[src/shared/msc_pkg.sv]
// Purpose: constants and carrier types for the system control register block
// Assumes: one 32-bit axi4-lite slave, one clock, synchronous active-low reset
// Notes: register layout is eight bits in the low byte of one word
package msc_pkg;

  // register map
  localparam logic [11:0] MSC_CTRL_OFFSET = 12'h00c; // system control register byte address
  localparam logic [11:0] MSC_WATCHDOG_KICK_ENABLE_OFFSET = 12'h010; // watchdog preset and counter readback

  // field positions inside the control byte
  localparam int MSC_POR_BIT = 7;
  localparam int MSC_RISE_BIT = 6;
  localparam int MSC_FALL_BIT = 5;
  localparam int MSC_IRQEN_BIT = 4;
  localparam int MSC_PWMA_BIT = 3;
  localparam int MSC_PWMB_BIT = 2;
  localparam int MSC_SLOW_BIT = 1;
  localparam int MSC_WATCHDOG_KICK_ENABLE_BIT = 0;

  // values after reset
  localparam logic MSC_IRQEN_RST = 1'b1; // external interrupt enabled after reset
  localparam logic [15:0] MSC_WATCHDOG_KICK_ENABLE_PRESET_RST = 16'hffff; // default watchdog reload value

  // pulse output periods in timer clock periods
  localparam int MSC_PWM_FAST_PERIOD = 256;
  localparam int MSC_PWM_SLOW_PERIOD = 4096;

  // bus clock divide ratios from the oscillator
  localparam int MSC_BUS_DIV_FAST = 2;
  localparam int MSC_BUS_DIV_SLOW = 32;

  // axi responses
  localparam logic [1:0] MSC_RESP_OKAY = 2'b00;
  localparam logic [1:0] MSC_RESP_SLVERR = 2'b10;

  // sensitivity codes {rise, fall}
  typedef enum logic [1:0] {
    MSC_SENSE_FALL_LEVEL = 2'b00,
    MSC_SENSE_FALL = 2'b01,
    MSC_SENSE_RISE = 2'b10,
    MSC_SENSE_BOTH = 2'b11
  } msc_sense_type;

  // control bits seen by the rest of the chip
  typedef struct packed {
    logic ext_irq_enable; // interrupt pin function on
    logic irq_rise_select; // rising edge sensitivity
    logic irq_fall_select; // falling edge sensitivity
    logic pwm_a_slow_select; // long period for output a
    logic pwm_b_slow_select; // long period for output b
    logic bus_slow_mode; // bus runs at osc/32
  } msc_ctrl_type;

endpackage : msc_pkg

[src/core/msc_ctrl.sv]
// Purpose: eight-bit system control register behind an axi4-lite slave
// Assumes: cpu interrupt mask, power-on and stop entry arrive as aclk-domain levels
// Notes: drives pulse outputs, bus divider select, watchdog and interrupt request
`timescale 1ns/10ps

module msc_ctrl #(
  parameter logic WATCHDOG_KICK_ENABLE_OPTION = 1'b0, // mask option: watchdog enabled after reset
  parameter int WATCHDOG_KICK_ENABLE_W = 16 // watchdog counter width
) (
  input wire logic aclk, // bus clock, 250 MHz
  input wire logic aresetn, // synchronous reset, active low
  input wire logic clk_en, // freezes all state while low
  input wire logic power_on, // high for the power-on reset cycles
  input wire logic stop_entry, // one-cycle pulse on stop mode entry
  input wire logic cpu_irq_mask, // cpu interrupt mask bit
  input wire logic timer_tick, // one-cycle timer clock enable
  input wire logic [7:0] pwm_a_value, // pulse length a, written by software
  input wire logic [7:0] pwm_b_value, // pulse length b, written by software
  input wire logic irq_pin_n, // external interrupt pin
  input wire logic [11:0] s_axi_awaddr, // write address
  input wire logic s_axi_awvalid, // write address valid
  output logic s_axi_awready, // write address ready
  input wire logic [31:0] s_axi_wdata, // write data
  input wire logic [3:0] s_axi_wstrb, // write byte strobes
  input wire logic s_axi_wvalid, // write data valid
  output logic s_axi_wready, // write data ready
  output logic [1:0] s_axi_bresp, // write response
  output logic s_axi_bvalid, // write response valid
  input wire logic s_axi_bready, // write response ready
  input wire logic [11:0] s_axi_araddr, // read address
  input wire logic s_axi_arvalid, // read address valid
  output logic s_axi_arready, // read address ready
  output logic [31:0] s_axi_rdata, // read data
  output logic [1:0] s_axi_rresp, // read response
  output logic s_axi_rvalid, // read data valid
  input wire logic s_axi_rready, // read data ready
  output msc_pkg::msc_ctrl_type ctrl, // control bits to the rest of the chip
  output logic pulse_output_a, // pulse length output a
  output logic pulse_output_b, // pulse length output b
  output logic bus_clk_en, // one pulse per bus cycle of the divided clock
  output logic ext_irq_req, // external interrupt request to the cpu
  output logic watchdog_kick_enable_reset // watchdog timeout pulse
);
  import msc_pkg::*;

  localparam int BUS_DIV_W = $clog2(MSC_BUS_DIV_SLOW);
  localparam int PWM_W = $clog2(MSC_PWM_SLOW_PERIOD);

  ////////////////////////////////////////////////////////////////////////////
  // register state
  logic por_flag_r; // power-on seen
  logic rise_sel_r; // sensitivity rising bit
  logic fall_sel_r; // sensitivity falling bit
  logic irq_en_r; // external interrupt enable
  logic pwm_a_slow_r; // output a long period
  logic pwm_b_slow_r; // output b long period
  logic slow_mode_r; // bus slow mode
  logic watchdog_kick_enable_en_r; // watchdog running
  logic [WATCHDOG_KICK_ENABLE_W-1:0] watchdog_kick_enable_cnt_r; // watchdog down counter
  logic [WATCHDOG_KICK_ENABLE_W-1:0] watchdog_kick_enable_preset_r; // reload value
  logic [7:0] ctrl_byte; // readback view

  ////////////////////////////////////////////////////////////////////////////
  // axi write channel, address and data taken in either order
  logic aw_held_r; // write address captured
  logic w_held_r; // write data captured
  logic [11:0] aw_addr_r; // captured write address
  logic [31:0] w_data_r; // captured write data
  logic [3:0] w_strb_r; // captured strobes
  logic bvalid_r; // response pending
  logic [1:0] bresp_r; // response code
  logic wr_go; // both halves present, commit now

  assign s_axi_awready = !aw_held_r && !bvalid_r;
  assign s_axi_wready = !w_held_r && !bvalid_r;
  assign wr_go = aw_held_r && w_held_r && !bvalid_r;
  assign s_axi_bvalid = bvalid_r;
  assign s_axi_bresp = bresp_r;

  // capture write address and data
  always_ff @(posedge aclk) begin
    if (!aresetn) begin
      aw_held_r <= 1'b0;
      w_held_r <= 1'b0;
      aw_addr_r <= 12'h000;
      w_data_r <= 32'h0000_0000;
      w_strb_r <= 4'h0;
    end else if (clk_en) begin
      if (s_axi_awvalid && s_axi_awready) begin
        aw_held_r <= 1'b1;
        aw_addr_r <= s_axi_awaddr;
      end else if (wr_go) begin
        aw_held_r <= 1'b0;
      end
      if (s_axi_wvalid && s_axi_wready) begin
        w_held_r <= 1'b1;
        w_data_r <= s_axi_wdata;
        w_strb_r <= s_axi_wstrb;
      end else if (wr_go) begin
        w_held_r <= 1'b0;
      end
    end
  end

  // write decode, the commit happens in the same cycle that both halves are held
  logic ctrl_wr; // control byte written this cycle
  logic preset_wr; // watchdog preset written
  logic [7:0] wbyte; // low data byte
  assign wbyte = w_data_r[7:0];
  assign ctrl_wr = wr_go && (aw_addr_r[11:2] == MSC_CTRL_OFFSET[11:2]) && w_strb_r[0];
  assign preset_wr = wr_go && (aw_addr_r[11:2] == MSC_WATCHDOG_KICK_ENABLE_OFFSET[11:2]);

  // write response, unmapped addresses get slverr
  always_ff @(posedge aclk) begin
    if (!aresetn) begin
      bvalid_r <= 1'b0;
      bresp_r <= MSC_RESP_OKAY;
    end else if (clk_en) begin
      if (wr_go) begin
        bvalid_r <= 1'b1;
        bresp_r <= ((aw_addr_r[11:2] == MSC_CTRL_OFFSET[11:2]) || preset_wr) ?
                   MSC_RESP_OKAY : MSC_RESP_SLVERR;
      end else if (s_axi_bready) begin
        bvalid_r <= 1'b0;
      end
    end
  end

  ////////////////////////////////////////////////////////////////////////////
  // axi read channel, one read at a time
  logic rvalid_r; // read data pending
  logic [31:0] rdata_r; // read data
  logic [1:0] rresp_r; // read response
  assign s_axi_arready = !rvalid_r;
  assign s_axi_rvalid = rvalid_r;
  assign s_axi_rdata = rdata_r;
  assign s_axi_rresp = rresp_r;

  // read mux, control register upper bits read as zero
  always_ff @(posedge aclk) begin
    if (!aresetn) begin
      rvalid_r <= 1'b0;
      rdata_r <= 32'h0000_0000;
      rresp_r <= MSC_RESP_OKAY;
    end else if (clk_en) begin
      if (s_axi_arvalid && !rvalid_r) begin
        rvalid_r <= 1'b1;
        rresp_r <= MSC_RESP_OKAY;
        if (s_axi_araddr[11:2] == MSC_CTRL_OFFSET[11:2]) begin
          rdata_r <= {24'h00_0000, ctrl_byte};
        end else if (s_axi_araddr[11:2] == MSC_WATCHDOG_KICK_ENABLE_OFFSET[11:2]) begin
          rdata_r <= 32'({watchdog_kick_enable_cnt_r, watchdog_kick_enable_preset_r});
        end else begin
          rdata_r <= 32'h0000_0000;
          rresp_r <= MSC_RESP_SLVERR;
        end
      end else if (s_axi_rready) begin
        rvalid_r <= 1'b0;
      end
    end
  end

  ////////////////////////////////////////////////////////////////////////////
  // power-on flag, set wins over a software clear
  // power-on arrives while reset is still held, so reset loads the source level
  always_ff @(posedge aclk) begin
    if (!aresetn) begin
      por_flag_r <= power_on;
    end else if (clk_en) begin
      if (power_on) begin
        por_flag_r <= 1'b1;
      end else if (ctrl_wr && !wbyte[MSC_POR_BIT]) begin
        por_flag_r <= 1'b0;
      end
    end
  end

  // interrupt configuration, locked unless the cpu mask is set
  always_ff @(posedge aclk) begin
    if (!aresetn) begin
      rise_sel_r <= 1'b0;
      fall_sel_r <= 1'b0;
      irq_en_r <= MSC_IRQEN_RST;
    end else if (clk_en && ctrl_wr && cpu_irq_mask) begin
      rise_sel_r <= wbyte[MSC_RISE_BIT];
      fall_sel_r <= wbyte[MSC_FALL_BIT];
      irq_en_r <= wbyte[MSC_IRQEN_BIT];
    end
  end

  // speed selects take effect at once, no shadow copy
  always_ff @(posedge aclk) begin
    if (!aresetn) begin
      pwm_a_slow_r <= 1'b0;
      pwm_b_slow_r <= 1'b0;
    end else if (clk_en && ctrl_wr) begin
      pwm_a_slow_r <= wbyte[MSC_PWMA_BIT];
      pwm_b_slow_r <= wbyte[MSC_PWMB_BIT];
    end
  end

  // slow mode, stop entry clears and beats a same-cycle write
  always_ff @(posedge aclk) begin
    if (!aresetn) begin
      slow_mode_r <= 1'b0;
    end else if (clk_en) begin
      if (stop_entry) begin
        slow_mode_r <= 1'b0;
      end else if (ctrl_wr) begin
        slow_mode_r <= wbyte[MSC_SLOW_BIT];
      end
    end
  end

  ////////////////////////////////////////////////////////////////////////////
  // watchdog, software can only set the enable, expiry reloads it from the option, and a one reloads the counter
  logic watchdog_kick_enable_kick; // software service write
  logic watchdog_kick_enable_expire; // counter reached zero
  assign watchdog_kick_enable_kick = ctrl_wr && wbyte[MSC_WATCHDOG_KICK_ENABLE_BIT];
  assign watchdog_kick_enable_expire = watchdog_kick_enable_en_r && (watchdog_kick_enable_cnt_r == '0);

  always_ff @(posedge aclk) begin
    if (!aresetn) begin
      watchdog_kick_enable_en_r <= WATCHDOG_KICK_ENABLE_OPTION;
    end else if (clk_en) begin
      if (watchdog_kick_enable_expire) begin
        watchdog_kick_enable_en_r <= WATCHDOG_KICK_ENABLE_OPTION;
      end else if (watchdog_kick_enable_kick) begin
        watchdog_kick_enable_en_r <= 1'b1;
      end
      // a zero write leaves the enable alone
    end
  end

  always_ff @(posedge aclk) begin
    if (!aresetn) begin
      watchdog_kick_enable_preset_r <= MSC_WATCHDOG_KICK_ENABLE_PRESET_RST[WATCHDOG_KICK_ENABLE_W-1:0];
    end else if (clk_en && preset_wr && !watchdog_kick_enable_en_r) begin
      watchdog_kick_enable_preset_r <= w_data_r[WATCHDOG_KICK_ENABLE_W-1:0]; // locked once running
    end
  end

  always_ff @(posedge aclk) begin
    if (!aresetn) begin
      watchdog_kick_enable_cnt_r <= MSC_WATCHDOG_KICK_ENABLE_PRESET_RST[WATCHDOG_KICK_ENABLE_W-1:0];
    end else if (clk_en) begin
      if (watchdog_kick_enable_kick || watchdog_kick_enable_expire || !watchdog_kick_enable_en_r) begin
        watchdog_kick_enable_cnt_r <= watchdog_kick_enable_preset_r;
      end else if (timer_tick) begin
        watchdog_kick_enable_cnt_r <= watchdog_kick_enable_cnt_r - 1'b1;
      end
    end
  end

  assign watchdog_kick_enable_reset = watchdog_kick_enable_expire;

  ////////////////////////////////////////////////////////////////////////////
  // bus clock divider, osc/2 fast and osc/32 slow, aclk stands for osc/2
  logic [BUS_DIV_W-1:0] div_cnt_r; // divider phase
  logic [BUS_DIV_W-1:0] div_last; // terminal count
  assign div_last = slow_mode_r ?
                    BUS_DIV_W'(MSC_BUS_DIV_SLOW / MSC_BUS_DIV_FAST - 1) : '0;

  always_ff @(posedge aclk) begin
    if (!aresetn) begin
      div_cnt_r <= '0;
    end else if (clk_en) begin
      div_cnt_r <= (div_cnt_r >= div_last) ? '0 : div_cnt_r + 1'b1;
    end
  end
  assign bus_clk_en = clk_en && (div_cnt_r >= div_last);

  ////////////////////////////////////////////////////////////////////////////
  // pulse outputs, 8-bit duty stretched over the chosen period
  logic [PWM_W-1:0] pwm_cnt_r; // shared timer tick counter
  logic pwm_a_r; // output a flop
  logic pwm_b_r; // output b flop
  logic [PWM_W-1:0] pwm_a_lim; // high time in ticks
  logic [PWM_W-1:0] pwm_b_lim;
  logic [PWM_W-1:0] fast_cnt; // count folded to the short period
  localparam int SLOW_SHIFT = PWM_W - $clog2(MSC_PWM_FAST_PERIOD);

  always_ff @(posedge aclk) begin
    if (!aresetn) begin
      pwm_cnt_r <= '0;
    end else if (clk_en && timer_tick) begin
      pwm_cnt_r <= pwm_cnt_r + 1'b1; // wraps at the slow period
    end
  end

  assign fast_cnt = {{SLOW_SHIFT{1'b0}}, pwm_cnt_r[PWM_W-SLOW_SHIFT-1:0]};
  assign pwm_a_lim = pwm_a_slow_r ? PWM_W'({pwm_a_value, {SLOW_SHIFT{1'b0}}}) :
                     PWM_W'(pwm_a_value);
  assign pwm_b_lim = pwm_b_slow_r ? PWM_W'({pwm_b_value, {SLOW_SHIFT{1'b0}}}) :
                     PWM_W'(pwm_b_value);

  // speed bits are not buffered; changing them mid-period can glitch
  always_ff @(posedge aclk) begin
    if (!aresetn) begin
      pwm_a_r <= 1'b0;
      pwm_b_r <= 1'b0;
    end else if (clk_en) begin
      pwm_a_r <= (pwm_a_slow_r ? pwm_cnt_r : fast_cnt) < pwm_a_lim;
      pwm_b_r <= (pwm_b_slow_r ? pwm_cnt_r : fast_cnt) < pwm_b_lim;
    end
  end
  assign pulse_output_a = pwm_a_r;
  assign pulse_output_b = pwm_b_r;

  ////////////////////////////////////////////////////////////////////////////
  // external interrupt path
  logic pin_event; // selected sensitivity hit
  msc_edge_detect u_edge (
    .aclk(aclk),
    .aresetn(aresetn),
    .clk_en(clk_en),
    .pin_in(irq_pin_n),
    .sense(msc_sense_type'({rise_sel_r, fall_sel_r})),
    .event_out(pin_event)
  );
  assign ext_irq_req = irq_en_r && pin_event;

  ////////////////////////////////////////////////////////////////////////////
  // readback and exported controls
  assign ctrl_byte = {por_flag_r, rise_sel_r, fall_sel_r, irq_en_r,
                      pwm_a_slow_r, pwm_b_slow_r, slow_mode_r, watchdog_kick_enable_en_r};
  assign ctrl = '{ext_irq_enable: irq_en_r, irq_rise_select: rise_sel_r,
                  irq_fall_select: fall_sel_r, pwm_a_slow_select: pwm_a_slow_r,
                  pwm_b_slow_select: pwm_b_slow_r, bus_slow_mode: slow_mode_r};

  ////////////////////////////////////////////////////////////////////////////
  // checks
  chk_por_sets: assert property (@(posedge aclk) disable iff (!aresetn)
    clk_en && power_on |=> por_flag_r) else $error("power-on flag not set");
  chk_por_no_set: assert property (@(posedge aclk) disable iff (!aresetn)
    clk_en && !power_on && !por_flag_r |=> !por_flag_r) else $error("flag set by software");
  chk_sense_locked: assert property (@(posedge aclk) disable iff (!aresetn)
    ctrl_wr && !cpu_irq_mask |=> $stable({rise_sel_r, fall_sel_r, irq_en_r}))
    else $error("irq config changed while unmasked");
  chk_irq_gate: assert property (@(posedge aclk) disable iff (!aresetn)
    !irq_en_r |-> !ext_irq_req) else $error("irq passed while disabled");
  chk_slow_stop: assert property (@(posedge aclk) disable iff (!aresetn)
    clk_en && stop_entry |=> !slow_mode_r) else $error("slow mode kept over stop");
  chk_slow_div: assert property (@(posedge aclk) disable iff (!aresetn)
    slow_mode_r && clk_en && bus_clk_en ##1 (slow_mode_r && clk_en)[*8] |-> !bus_clk_en)
    else $error("slow bus pulse too early");
  chk_watchdog_kick_enable_kick: assert property (@(posedge aclk) disable iff (!aresetn)
    clk_en && watchdog_kick_enable_kick && !watchdog_kick_enable_expire |=> watchdog_kick_enable_en_r && watchdog_kick_enable_cnt_r == $past(watchdog_kick_enable_preset_r))
    else $error("watchdog kick not applied");
  chk_watchdog_kick_enable_sticky: assert property (@(posedge aclk) disable iff (!aresetn)
    watchdog_kick_enable_en_r && !watchdog_kick_enable_expire |=> watchdog_kick_enable_en_r) else $error("watchdog disabled");
  chk_pwm_fast: assert property (@(posedge aclk) disable iff (!aresetn)
    clk_en && !pwm_a_slow_r && $past(!pwm_a_slow_r) && pwm_a_value == 8'h00 |=> !pwm_a_r)
    else $error("output a high at zero duty");
  cov_por_clear: cover property (@(posedge aclk) por_flag_r ##1 !por_flag_r);
  cov_watchdog_kick_enable_on: cover property (@(posedge aclk) !watchdog_kick_enable_en_r ##1 watchdog_kick_enable_en_r);
  cov_irq: cover property (@(posedge aclk) ext_irq_req);
  cov_slow: cover property (@(posedge aclk) slow_mode_r && bus_clk_en);

endmodule : msc_ctrl

[src/core/msc_edge_detect.sv]
// Purpose: synchronise the interrupt pin and flag the selected sensitivity
// Assumes: pin is asynchronous to aclk; clock enable freezes all state
// Notes: a change counts once the second and third stage agree
`timescale 1ns/10ps
module msc_edge_detect (
  input wire logic aclk, // bus clock
  input wire logic aresetn, // synchronous reset, active low
  input wire logic clk_en, // state frozen while low
  input wire logic pin_in, // raw interrupt pin, active low level
  input wire msc_pkg::msc_sense_type sense, // selected sensitivity
  output logic event_out // one-cycle request pulse, or level while low
);
  import msc_pkg::*;

  logic [2:0] sync_r; // three-stage synchroniser
  logic stable_r; // filtered pin value
  logic stable_nxt;

  ////////////////////////////////////////////////////////////////////////////
  // synchroniser, stage 0 is read only by stage 1
  always_ff @(posedge aclk) begin
    if (!aresetn) begin
      sync_r <= 3'h7; // idle high pin
    end else if (clk_en) begin
      sync_r <= {sync_r[1:0], pin_in};
    end
  end

  // accept a change only when stages two and three agree
  always_comb begin
    stable_nxt = stable_r;
    if (sync_r[1] == sync_r[2]) begin
      stable_nxt = sync_r[2];
    end
  end

  always_ff @(posedge aclk) begin
    if (!aresetn) begin
      stable_r <= 1'b1;
    end else if (clk_en) begin
      stable_r <= stable_nxt;
    end
  end

  ////////////////////////////////////////////////////////////////////////////
  // sensitivity decode, edges are pulses and the low level stays asserted
  always_comb begin
    logic fell;
    logic rose;
    fell = stable_r & ~stable_nxt;
    rose = ~stable_r & stable_nxt;
    unique case (sense)
      MSC_SENSE_FALL_LEVEL: event_out = fell | ~stable_r;
      MSC_SENSE_FALL: event_out = fell;
      MSC_SENSE_RISE: event_out = rose;
      MSC_SENSE_BOTH: event_out = fell | rose;
    endcase
  end

endmodule : msc_edge_detect

[config.mk]
export PLATFORM = sky130hd
export DESIGN_NAME = msc_ctrl
export DESIGN_NICKNAME = d
export VERILOG_FILES = /design/src/shared/msc_pkg.sv /design/src/core/msc_ctrl.sv /design/src/core/msc_edge_detect.sv
export SDC_FILE = /design/constraint.sdc
export NUM_CORES = 1
export LEC_CHECK = 0
export BUFFER_PORTS_ARGS = -buffer_cell sky130_fd_sc_hd__buf_2
export CORE_MARGIN = 2
export CORE_UTILIZATION = 46
export CTS_BUF_LIST = sky130_fd_sc_hd__clkbuf_4
export DETAILED_ROUTE_END_ITERATION = 6
export HOLD_SLACK_MARGIN = 0.03
export PLACE_DENSITY_LB_ADDON = 0.25
export SETUP_SLACK_MARGIN = 0.4
export SLEW_MARGIN = 20
export SYNTH_ARGS = -nofsm -noshare
export SYNTH_HDL_FRONTEND = slang
export SYNTH_SLANG_ARGS = --single-unit
[constraint.sdc]
create_clock -name aclk -period 1.9 [get_ports aclk]
set_input_delay 0.19 -clock aclk [delete_from_list [all_inputs] [get_ports aclk]]
set_output_delay 0.19 -clock aclk [all_outputs]
set_load 0.1 [all_outputs]
==> impl_metrics.csv, run 1 <==
group,metric,value,unit
clock_network,clkTransAtPathRegs,0.11,ns
clock_network,numCtsBuffers,17,
die,initial_core_util,46.8,%
hold_path,hp-class,"input port to flip-flop",
timing,finalCritPeriodShare,129,%
placed_design,dp_slack,-0.191,ns
die,die_x,123,um
pwr,design_power_total,0.00526,W
critical_path,critical_path.top_delay_family,"compound AO/OA/AOI/OAI gates",
clock_network,clk_latency,0.56,ns
die,die_y,123,um
critical_path,path_common_cell,"a21o_1",
timing,clock.fmax,408,MHz
final_layout,diodes,0,
global_routing,grt_pass1_wl,29700,um
critical_path,path_cells,"ha_4, nand2b_4, a21o_1, a21o_1, a211o_1, and2_4, buf_12",
die,std_cell_rows,43,
logic_synthesis,ys_types,66,
logic_synthesis,seq_area_frac_synth,39.8,%
critical_path,r2r_cells,13,
die,core_area,13800,um^2
final_layout,drive_gt1_share,41.2,%
logic_synthesis,synth_compound_area_share,15.5,%
critical_path,path_max_fanout,3,
logic_synthesis,ys.flop_type,"dfxtp_1",
critical_path,arrival,2.26,ns
critical_path,endpoint_kind,"primary output",
detailed_routing,drtAntennaViolNets,0,
logic_synthesis,synth_xor_xnor_area_share,1.49,%
clock_network,cts_buffer_depth,2,
placed_design,portBuffers,115,
placed_design,place_hpwl,12500,um
critical_path,worst_path_max_delay_cell,"dfxtp_4",
critical_path,worstPathRequired,1.71,ns
timing,rsz0062_at_grt,"yes",
job,maxCapViolations,0,
detailed_routing,drt-total-wl,19400,um
detailed_routing,wire_per_inst,16.3,um
critical_path,critPathKind,"flip-flop to primary output",
die,ioPinCount,141,
timing,setup_viol_count_final,24,
outcome,status,"finished with violations",
detailed_routing,vias,6556,
critical_path,start_kind,"flip-flop",
logic_synthesis,post_synth_fa_ha_maj_area_fraction,6.38,%
logic_synthesis,synth-simple-area-share,25.9,%
timing,period_needed,2.45,ns
timing,setup_tns,-6.94,ns
logic_synthesis,synth-edff-count,1,
placed_design,gp_congestion,0.852,
pwr,p_leak,4.10,nW
pwr,peakVddDrop,0.000355,V
logic_synthesis,synth-seq-cells,128,
global_routing,grt_usage,25.2,%
logic_synthesis,synth_mux_area_share,4.49,%
timing,whs,0.0632,ns
timing,worst_slew_pin_slew,0.540,ns
outcome,violations,"setup timing",
logic_synthesis,netlist_area,6470,um^2
final_layout,utilization,70.2,%
timing,hold_viol,0,
critical_path,cp.depth,7,
global_routing,antenna_found_initial,0,
timing,setup_ws,-0.554,ns
logic_synthesis,synthCells,781,
detailed_routing,viasPerCell,5.50,
final_layout,area_growth,50.0,%
logic_synthesis,synth_top_family_by_area,"simple AND/OR/NAND/NOR gates",
global_routing,grt_max_degree,42,
logic_synthesis,syn_avg_cell_area,8.28,um^2
critical_path,max_stage_delay,0.38,ns
critical_path,cp_num_buf_inv,1,
timing,slew_headroom,64.0,%
pwr,power_density,542,nW/um^2
global_routing,grt_pass1_vias,6155,
clock_network,htreeDepth,4,
clock_network,cts_sinks,128,
logic_synthesis,ys.warnings.count,0,
global_routing,grt_overflow,0,
timing,finalMaxSlewViolations,0,
final_layout,nets,1123,
clock_network,cts_tree,"yes",
hold_path,hold-path-cell-count,3,
detailed_routing,drc_errors,0,
clock_network,root_buffer,"clkbuf_4",
logic_synthesis,async_reset_ff_share,0,%
timing,finClkSkew,0.0135,ns
detailed_routing,drtIter0Drc,344,
die,design.die.area,15000,um^2
detailed_routing,firstDrtPassIters,5,
[layout make-up]
type / instances / area (um^2)
clock buffer: 22 / 165
clock inverter: 9 / 70.1
fill: 1064 / 4120
inverter: 26 / 104
multi-input combinational: 574 / 4300
sequential: 128 / 2620
tap: 180 / 225
timing repair buffer: 254 / 2220
[metrics by stage]
stage,cell area [um^2],cells
after CTS,9180,1177
after global placement,7950,1091
final,9700,1193
after global routing,9700,1193
after floorplan,6960,782
after detailed placement,7950,1091
[registers in the layout, summed over array words and instances (netlist names), 3 cells and up]
register                       cells
s_axi_rdata                       32
watchdog_kick_enable_preset_r     16
div_cnt_r                          5
watchdog_kick_enable_cnt_r        16
pwm_cnt_r                         12
aw_addr_r                         10
w_data_r                          16
u_edge.sync_r                      3
[worst register-to-register path, cell delays in order, from the launching register on]
cell and delay (ns):
dfxtp_4 0.38, ha_4 0.23, nand2b_4 0.13, a21o_1 0.17, a21o_1 0.18, a211o_1 0.30
buf_6 0.13, buf_6 0.10, buf_6 0.10, buf_6 0.10, buf_6 0.10, buf_6 0.10
buf_6 0.12, a211oi_2 0.17
[layer usage]
metal	GRT usage, %	wire length (um)	vias to the layer above
li1	-	-	3198
met1	31.2	8150	3109
met2	43.1	9730	204
met3	5.90	990	45
met4	8.48	542	0
met5	0	0	-
[where the power goes]
part / internal, W / leakage [nW] / total [W] / switching, W
sequential: 0.00273 / 1.05 / 0.00278 / 0.0000454
clock: 0.000691 / 0.130 / 0.00166 / 0.000971
combinational: 0.000316 / 2.92 / 0.000821 / 0.000505
[path summary, 6_finish.rpt]
path,start,slack [ns],endpoint
min,aresetn,0.06,watchdog_kick_enable_en_r$_SDFFE_PN0P_
max,slow_mode_r$_SDFFE_PN0P_,-0.55,bus_clk_en
min reg2reg,s_axi_rdata[25]$_SDFFE_PN0P_,0.46,s_axi_rdata[25]$_SDFFE_PN0P_
max reg2reg,slow_mode_r$_SDFFE_PN0P_,-0.49,div_cnt_r[2]$_SDFFE_PN0P_
[synth_stat cells (9+ instances only)]
master | count | area [um^2]
nor4_1 | 9 | 56.3
nor2_1 | 33 | 124
a221oi_1 | 9 | 78.8
nand2_1 | 156 | 586
o21ai_0 | 11 | 55.1
o211ai_1 | 16 | 120
and2_1 | 11 | 68.8
mux2i_1 | 29 | 290
inv_1 | 24 | 90.1
buf_4 | 9 | 67.6
clkbuf_1 | 32 | 120
nor3_1 | 19 | 95.1
a32oi_1 | 13 | 114
dfxtp_1 | 127 | 2540
nand2b_1 | 12 | 75.1
a21oi_1 | 74 | 370
nand4_1 | 11 | 68.8
nand3_1 | 51 | 255
ha_1 | 33 | 413
[layout by cell type (no fill, tap or decap), drive strengths merged, types with 8 or more instances in the layout]
| cell type | synthesis | final |
|---|---|---|
| buf | 17 | 217 |
| nand2 | 156 | 156 |
| dfxtp | 127 | 127 |
| a21oi | 74 | 74 |
| nand3 | 51 | 51 |
| dlygate4sd3 | 0 | 35 |
| nor2 | 33 | 33 |
| ha | 33 | 33 |
| mux2i | 29 | 29 |
| clkbuf | 37 | 24 |
| inv | 24 | 24 |
| nor3 | 20 | 20 |
| o211ai | 16 | 16 |
| a32oi | 13 | 13 |
| o21ai | 12 | 12 |
| nand2b | 12 | 12 |
| and2 | 12 | 12 |
| nand4 | 11 | 11 |
| or3 | 11 | 11 |
| nor4 | 10 | 10 |
| a221oi | 9 | 9 |
| xor2 | 8 | 8 |
| a211oi | 8 | 8 |
| a21o | 8 | 8 |
[what timing repair did]
| item | in CTS | in global routing |
|---|---|---|
| gates cloned | 0 | 4 |
| hold buffers | 35 | 0 |
| pin swaps | 32 | 29 |
| endpoints found under the hold margin | 37 | 0 |
| endpoints found under the setup margin | 98 | 68 |
| buffers inserted | 20 | 12 |
| resized for setup | 143 | 84 |
[cells by family (layout without fill, tap and decap cells)]
kind of cell	count (synthesis)	count (layout)
other cells	1	2
flops	128	128
simple gates	345	345
buf+inv	80	311
compound gates	154	154
xor+xnor	11	11
mux	29	29
fa+ha+maj	33	33
(Power assumes the default switching activity.)
==> inputs of run 2 (changes only) <==
--- a/config.mk
+++ b/config.mk
@@ -12,6 +12,7 @@
 export DETAILED_ROUTE_END_ITERATION = 6
 export HOLD_SLACK_MARGIN = 0.03
 export PLACE_DENSITY_LB_ADDON = 0.25
+export RECOVER_POWER = 25
 export SETUP_SLACK_MARGIN = 0.4
 export SLEW_MARGIN = 20
 export SYNTH_ARGS = -nofsm -noshare
==> run 2 against run 1 <==
  * The run still ends with setup timing left
  * Die area stayed put
  * Final area shrank 1.1%
  * Clock power about the same
  * Core utilization fell by 0.76 points
  * Global-route usage unchanged
  * Critical endpoint unchanged
  * Largest cell class unchanged
  * Largest power group unchanged
==> impl_metrics.csv, run 2 (synthesized netlist as in run 1, its figures left out) <==
group,metric,value,unit
clock_network,root_buffer,"clkbuf_4",
critical_path,path_max_fanout,3,
critical_path,r2r-start,"slow_mode_r$_SDFFE_PN0P_",
die,ioPinCount,141,
timing,setup_ws,-0.555,ns
clock_network,htreeDepth,4,
placed_design,portBuffers,115,
critical_path,arrival,2.26,ns
global_routing,met2_usage,43.1,%
critical_path,worst_path_max_delay_cell,"dfxtp_4",
timing,rsz0062_at_grt,"yes",
critical_path,endpoint_kind,"primary output",
hold_path,hp-class,"input port to flip-flop",
timing,whs,0.0628,ns
die,die_x,123,um
die,die_y,123,um
pwr,power_density,547,nW/um^2
placed_design,placed_cells,1091,
final_layout,final_cells,1193,
global_routing,use_met3,5.90,%
clock_network,numCtsBuffers,17,
outcome,status,"finished with violations",
final_layout,drive_gt1_share,39.1,%
clock_network,cts_buffer_depth,2,
detailed_routing,wire_per_inst,16.3,um
placed_design,postPlaceCellArea,7950,um^2
timing,clock.fmax,407,MHz
critical_path,start_kind,"flip-flop",
timing,setup_viol_count_final,24,
global_routing,gr-max-usage-layer,"met2",
detailed_routing,firstDrtPassIters,5,
critical_path,max_stage_delay,0.38,ns
final_layout,diodes,0,
global_routing,grt_usage,25.2,%
die,std_cell_rows,43,
timing,hold_viol,0,
outcome,violations,"setup timing",
detailed_routing,viasPerCell,5.46,
detailed_routing,drtIter0Drc,343,
final_layout,final_cell_area,9600,um^2
detailed_routing,vias,6508,
critical_path,path_cells,"ha_4, nand2b_4, a21o_1, a21o_1, a211o_1, and2_4, buf_12",
global_routing,use_met1,31.2,%
final_layout,final_common_cell,"nand2_1",
critical_path,crit_path_start,"slow_mode_r$_SDFFE_PN0P_",
timing,period_needed,2.45,ns
clock_network,cts_tree,"yes",
global_routing,grt_pass1_vias,6155,
pwr,peakVddDrop,0.000355,V
critical_path,critPathKind,"flip-flop to primary output",
timing,setup_tns,-6.95,ns
timing,slew_headroom,40.2,%
global_routing,antenna_found_initial,0,
final_layout,nets,1123,
placed_design,place_hpwl,12500,um
die,design.die.area,15000,um^2
final_layout,final_cell_mix,"nand2_1 (133), dfxtp_1 (109), buf_4 (93), a21oi_1 (66), buf_2 (63)",
timing,finalCritPeriodShare,129,%
die,core_area,13800,um^2
critical_path,path_common_cell,"a21o_1",
pwr,p_leak,4.08,nW
timing,finClkSkew,0.0129,ns
clock_network,cts_sinks,128,
global_routing,grt_overflow,0,
detailed_routing,drt-total-wl,19400,um
placed_design,gp_congestion,0.852,
final_layout,largest_reg_flops,32,
hold_path,min_from,"aresetn",
detailed_routing,drc_errors,0,
timing,finalMaxSlewViolations,0,
detailed_routing,drtAntennaViolNets,0,
global_routing,grt_max_degree,42,
job,maxCapViolations,0,
die,initial_core_util,46.8,%
final_layout,area_growth,48.3,%
global_routing,grt_pass1_wl,29700,um
timing,worst_slew_pin_slew,0.897,ns
clock_network,clk_latency,0.56,ns
clock_network,clkTransAtPathRegs,0.11,ns
critical_path,worstPathRequired,1.71,ns
==> run 2: final timing paths <==
| path | endpoint | slack (ns) | cells after the start |
|---|---|---|---|
| setup reg to reg | div_cnt_r[2]$_SDFFE_PN0P_ | -0.50 | 13 |
| setup / recovery | bus_clk_en | -0.55 | 7 |
| hold / removal | watchdog_kick_enable_en_r$_SDFFE_PN0P_ | 0.06 | 3 |
| hold reg to reg | s_axi_rdata[25]$_SDFFE_PN0P_ | 0.46 | 2 |
==> run 2: final cells by class <==
| class | instances | area (um^2) |
|---|---|---|
| flip-flops and latches | 128 | 2610 |
| repair buffers | 254 | 2190 |
| clock inverters | 9 | 70.1 |
| fillers | 1081 | 4230 |
| well taps | 180 | 225 |
| inverters | 26 | 101 |
| multi-input cells | 574 | 4230 |
| clock buffers | 22 | 165 |
==> run 2: metal layers <==
metal | wire length, um | part of all wire [%]
met5 | 0 | 0
met3 | 812 | 4.2
met2 | 9690 | 50
met4 | 523 | 2.7
met1 | 8400 | 43
==> run 2: power by group <==
part / internal, W / switching (W) / leakage [nW]
combinational: 0.000308 / 0.000501 / 2.90
clock: 0.000691 / 0.000975 / 0.130
sequential: 0.00274 / 0.0000447 / 1.05
total: 0.00373 / 0.00152 / 4.08
==> run 2: timing repair <==
item	in CTS	in global routing
setup endpoints to repair	98	68
gates cloned	0	4
buffers inserted	20	12
hold buffers	35	0
resized for setup	143	84
pin swaps	32	29
endpoints found under the hold margin	37	0
==> run 2: critical path, delay by kind of cell, from the launching register on <==
kind                       cells  cell delay (ns)
and+or+nand+nor                2             0.29
DFF                            1             0.38
buffers and inverters          1             0.16
adders and majority gates      1             0.23
AOI/OAI and AO/OA              3             0.65
==> run 2: through the flow <==
stage | setup WS, ns | total power, W | utilization (%)
floorplan | -0.280 | 0.00331 | -
global placement | -0.171 | 0.00350 | 57.5
detailed placement | -0.191 | 0.00351 | 57.5
CTS | -0.533 | 0.00526 | 66.4
global route | -0.626 | 0.00545 | 69.4
finish | -0.555 | 0.00525 | 69.4
==> inputs of run 3 (changes only) <==
--- a/config.mk
+++ b/config.mk
@@ -5,11 +5,12 @@
 export SDC_FILE = /design/constraint.sdc
 export NUM_CORES = 1
 export LEC_CHECK = 0
-export BUFFER_PORTS_ARGS = -buffer_cell sky130_fd_sc_hd__buf_2
+export CORE_ASPECT_RATIO = 1.25
 export CORE_MARGIN = 2
 export CORE_UTILIZATION = 46
 export CTS_BUF_LIST = sky130_fd_sc_hd__clkbuf_4
 export DETAILED_ROUTE_END_ITERATION = 6
+export DONT_BUFFER_PORTS = 1
 export HOLD_SLACK_MARGIN = 0.03
 export PLACE_DENSITY_LB_ADDON = 0.25
 export RECOVER_POWER = 25
==> run 3 against run 2 <==
  * The run still ends with setup timing left
  * Critical path depth shrank 1
  * Register-to-register slack gained 0.12 ns
  * Sequential power is essentially flat
  * Non-clock buffer count shrank 70
  * Die area is essentially flat
  * Final area shrank 1.7%
  * Via count shrank 0.72%
  * First-iteration DRC count shrank 22%
  * Combinational power shrank 1%
  * Clock power grew 18%
  * Count of clock-buffer cells in the layout shrank 5
==> impl_metrics.csv, run 3 (synthesized netlist as in run 1, its figures left out) <==
group,metric,value,unit
outcome,status,"finished with violations",
critical_path,path_cells,"ha_4, nand2b_4, a21o_1, a21o_1, a211o_1, and2_4",
global_routing,grt_pass1_wl,30500,um
outcome,violations,"setup timing",
placed_design,gp_congestion,0.879,
die,initial_core_util,47.0,%
critical_path,endpoint_kind,"primary output",
final_layout,drive_gt1_share,38.0,%
pwr,peakVddDrop,0.000366,V
detailed_routing,drt-total-wl,20500,um
critical_path,cp_num_buf_inv,0,
critical_path,start_kind,"flip-flop",
timing,finalCritPeriodShare,123,%
timing,setup_viol_count_final,85,
clock_network,clk_latency,0.54,ns
clock_network,cts_sinks,128,
critical_path,path_common_cell,"a21o_1",
final_layout,utilization,68.6,%
global_routing,grt_overflow,0,
pwr,p_leak,3.90,nW
clock_network,numCtsBuffers,17,
placed_design,place_hpwl,13000,um
detailed_routing,drtIter0Drc,269,
die,design.die.area,15000,um^2
die,die_y,137,um
critical_path,arrival,2.14,ns
timing,slew_headroom,27.3,%
timing,worst_slew_pin_slew,1.09,ns
critical_path,worstPathRequired,1.71,ns
detailed_routing,viasPerCell,5.77,
critical_path,path_max_fanout,3,
timing,setup_ws,-0.433,ns
clock_network,htreeDepth,4,
critical_path,critPathKind,"flip-flop to primary output",
die,ioPinCount,141,
timing,hold_viol,0,
clock_network,root_buffer,"clkbuf_4",
detailed_routing,drtAntennaViolNets,0,
timing,period_needed,2.33,ns
timing,clock.fmax,429,MHz
placed_design,postPlaceCellArea,7610,um^2
final_layout,largest_reg_flops,32,
timing,finalMaxSlewViolations,0,
final_layout,final_common_cell,"nand2_1",
clock_network,cts_buffer_depth,2,
placed_design,portBuffers,0,
final_layout,final_cell_area,9430,um^2
timing,rsz0062_at_grt,"yes",
critical_path,worst_path_max_delay_cell,"dfxtp_4",
global_routing,antenna_found_initial,1,
hold_path,hp-class,"input port to flip-flop",
critical_path,critical_path.top_delay_family,"compound AO/OA/AOI/OAI gates",
global_routing,grt_pass1_vias,6382,
detailed_routing,drc_errors,0,
clock_network,clkTransAtPathRegs,0.11,ns
detailed_routing,wire_per_inst,18.3,um
final_layout,final_cell_mix,"nand2_1 (121), dfxtp_1 (104), buf_4 (92), a21oi_1 (53), dlygate4sd3_1 (43)",
detailed_routing,vias,6461,
placed_design,dp_slack,-0.227,ns
timing,finClkSkew,0.0178,ns
pwr,power_density,588,nW/um^2
die,std_cell_rows,48,
detailed_routing,firstDrtPassIters,7,
global_routing,grt_max_degree,43,
job,maxCapViolations,0,
final_layout,area_growth,45.8,%
final_layout,nets,1053,
clock_network,cts_tree,"yes",
die,core_area,13800,um^2
critical_path,max_stage_delay,0.39,ns
timing,whs,0.0722,ns
global_routing,grt_usage,26.1,%
die,die_x,110,um
-- run 3: cell types whose count changed in the layout (fill, tap and decap cells not counted), sizes merged, moves of 2 or more --
cell	change
clkinvlp	+2
clkbuf	-12
buf	-71
dlygate4sd3	+8
bufinv	+2
-- run 3: cell type report --
type	count	area (um^2)
Inverter	26	104
Timing Repair Buffer	184	1820
Multi-Input combinational cell	574	4360
Antenna cell	1	2.50
Sequential cell	128	2630
Clock buffer	17	128
Fill cell	1029	4320
Tap cell	175	219
Clock inverter	15	169
-- run 3: path summary, 6_finish.rpt --
check / cells after the start / startpoint / to / slack (ns)
hold / removal: 3 / clk_en / u_edge.sync_r[2]$_SDFFE_PN1P_ / 0.07
setup reg to reg: 8 / watchdog_kick_enable_cnt_r[0]$_SDFFE_PN1P_ / watchdog_kick_enable_cnt_r[14]$_SDFFE_PN1P_ / -0.38
setup / recovery: 6 / slow_mode_r$_SDFFE_PN0P_ / bus_clk_en / -0.43
hold reg to reg: 2 / s_axi_rdata[24]$_SDFFE_PN0P_ / s_axi_rdata[24]$_SDFFE_PN0P_ / 0.46
-- run 3: worst min-delay path: stages --
cell and delay, ns:
buf_16 0.21, mux2i_1 0.12, nand2_1 0.06
-- run 3: layer usage --
metal,vias to the layer above,part of all wire [%],GRT usage (%)
met5,-,0,0
met4,0,3.6,11.1
met3,71,4.9,5.57
met2,211,53,47.8
met1,3107,38,28.5
li1,3072,-,-
-- run 3: repair_timing --
item,CTS,global route
resized for setup,92,112
hold buffers,43,2
endpoints found under the hold margin,114,12
setup buffers,17,12
setup endpoints to repair,87,82
pin swaps,31,53
cloned,1,4
-- run 3: power breakdown --
group	leakage [nW]	internal (W)	switching, W
clock network	0.149	0.000901	0.00107
logic	2.70	0.000290	0.000509
registers	1.05	0.00273	0.0000445
total	3.90	0.00392	0.00162
-- run 3: stage by stage --
step / cells / TNS (ns) / total power [W]
final: 1120 / -16.15 / 0.00555
after global routing: 1120 / -20.10 / 0.00573
after CTS: 1101 / -6.59 / 0.00550
after detailed placement: 1008 / -2.57 / 0.00341
after global placement: 1008 / -1.60 / 0.00339
after floorplan: 782 / -5.36 / 0.00331
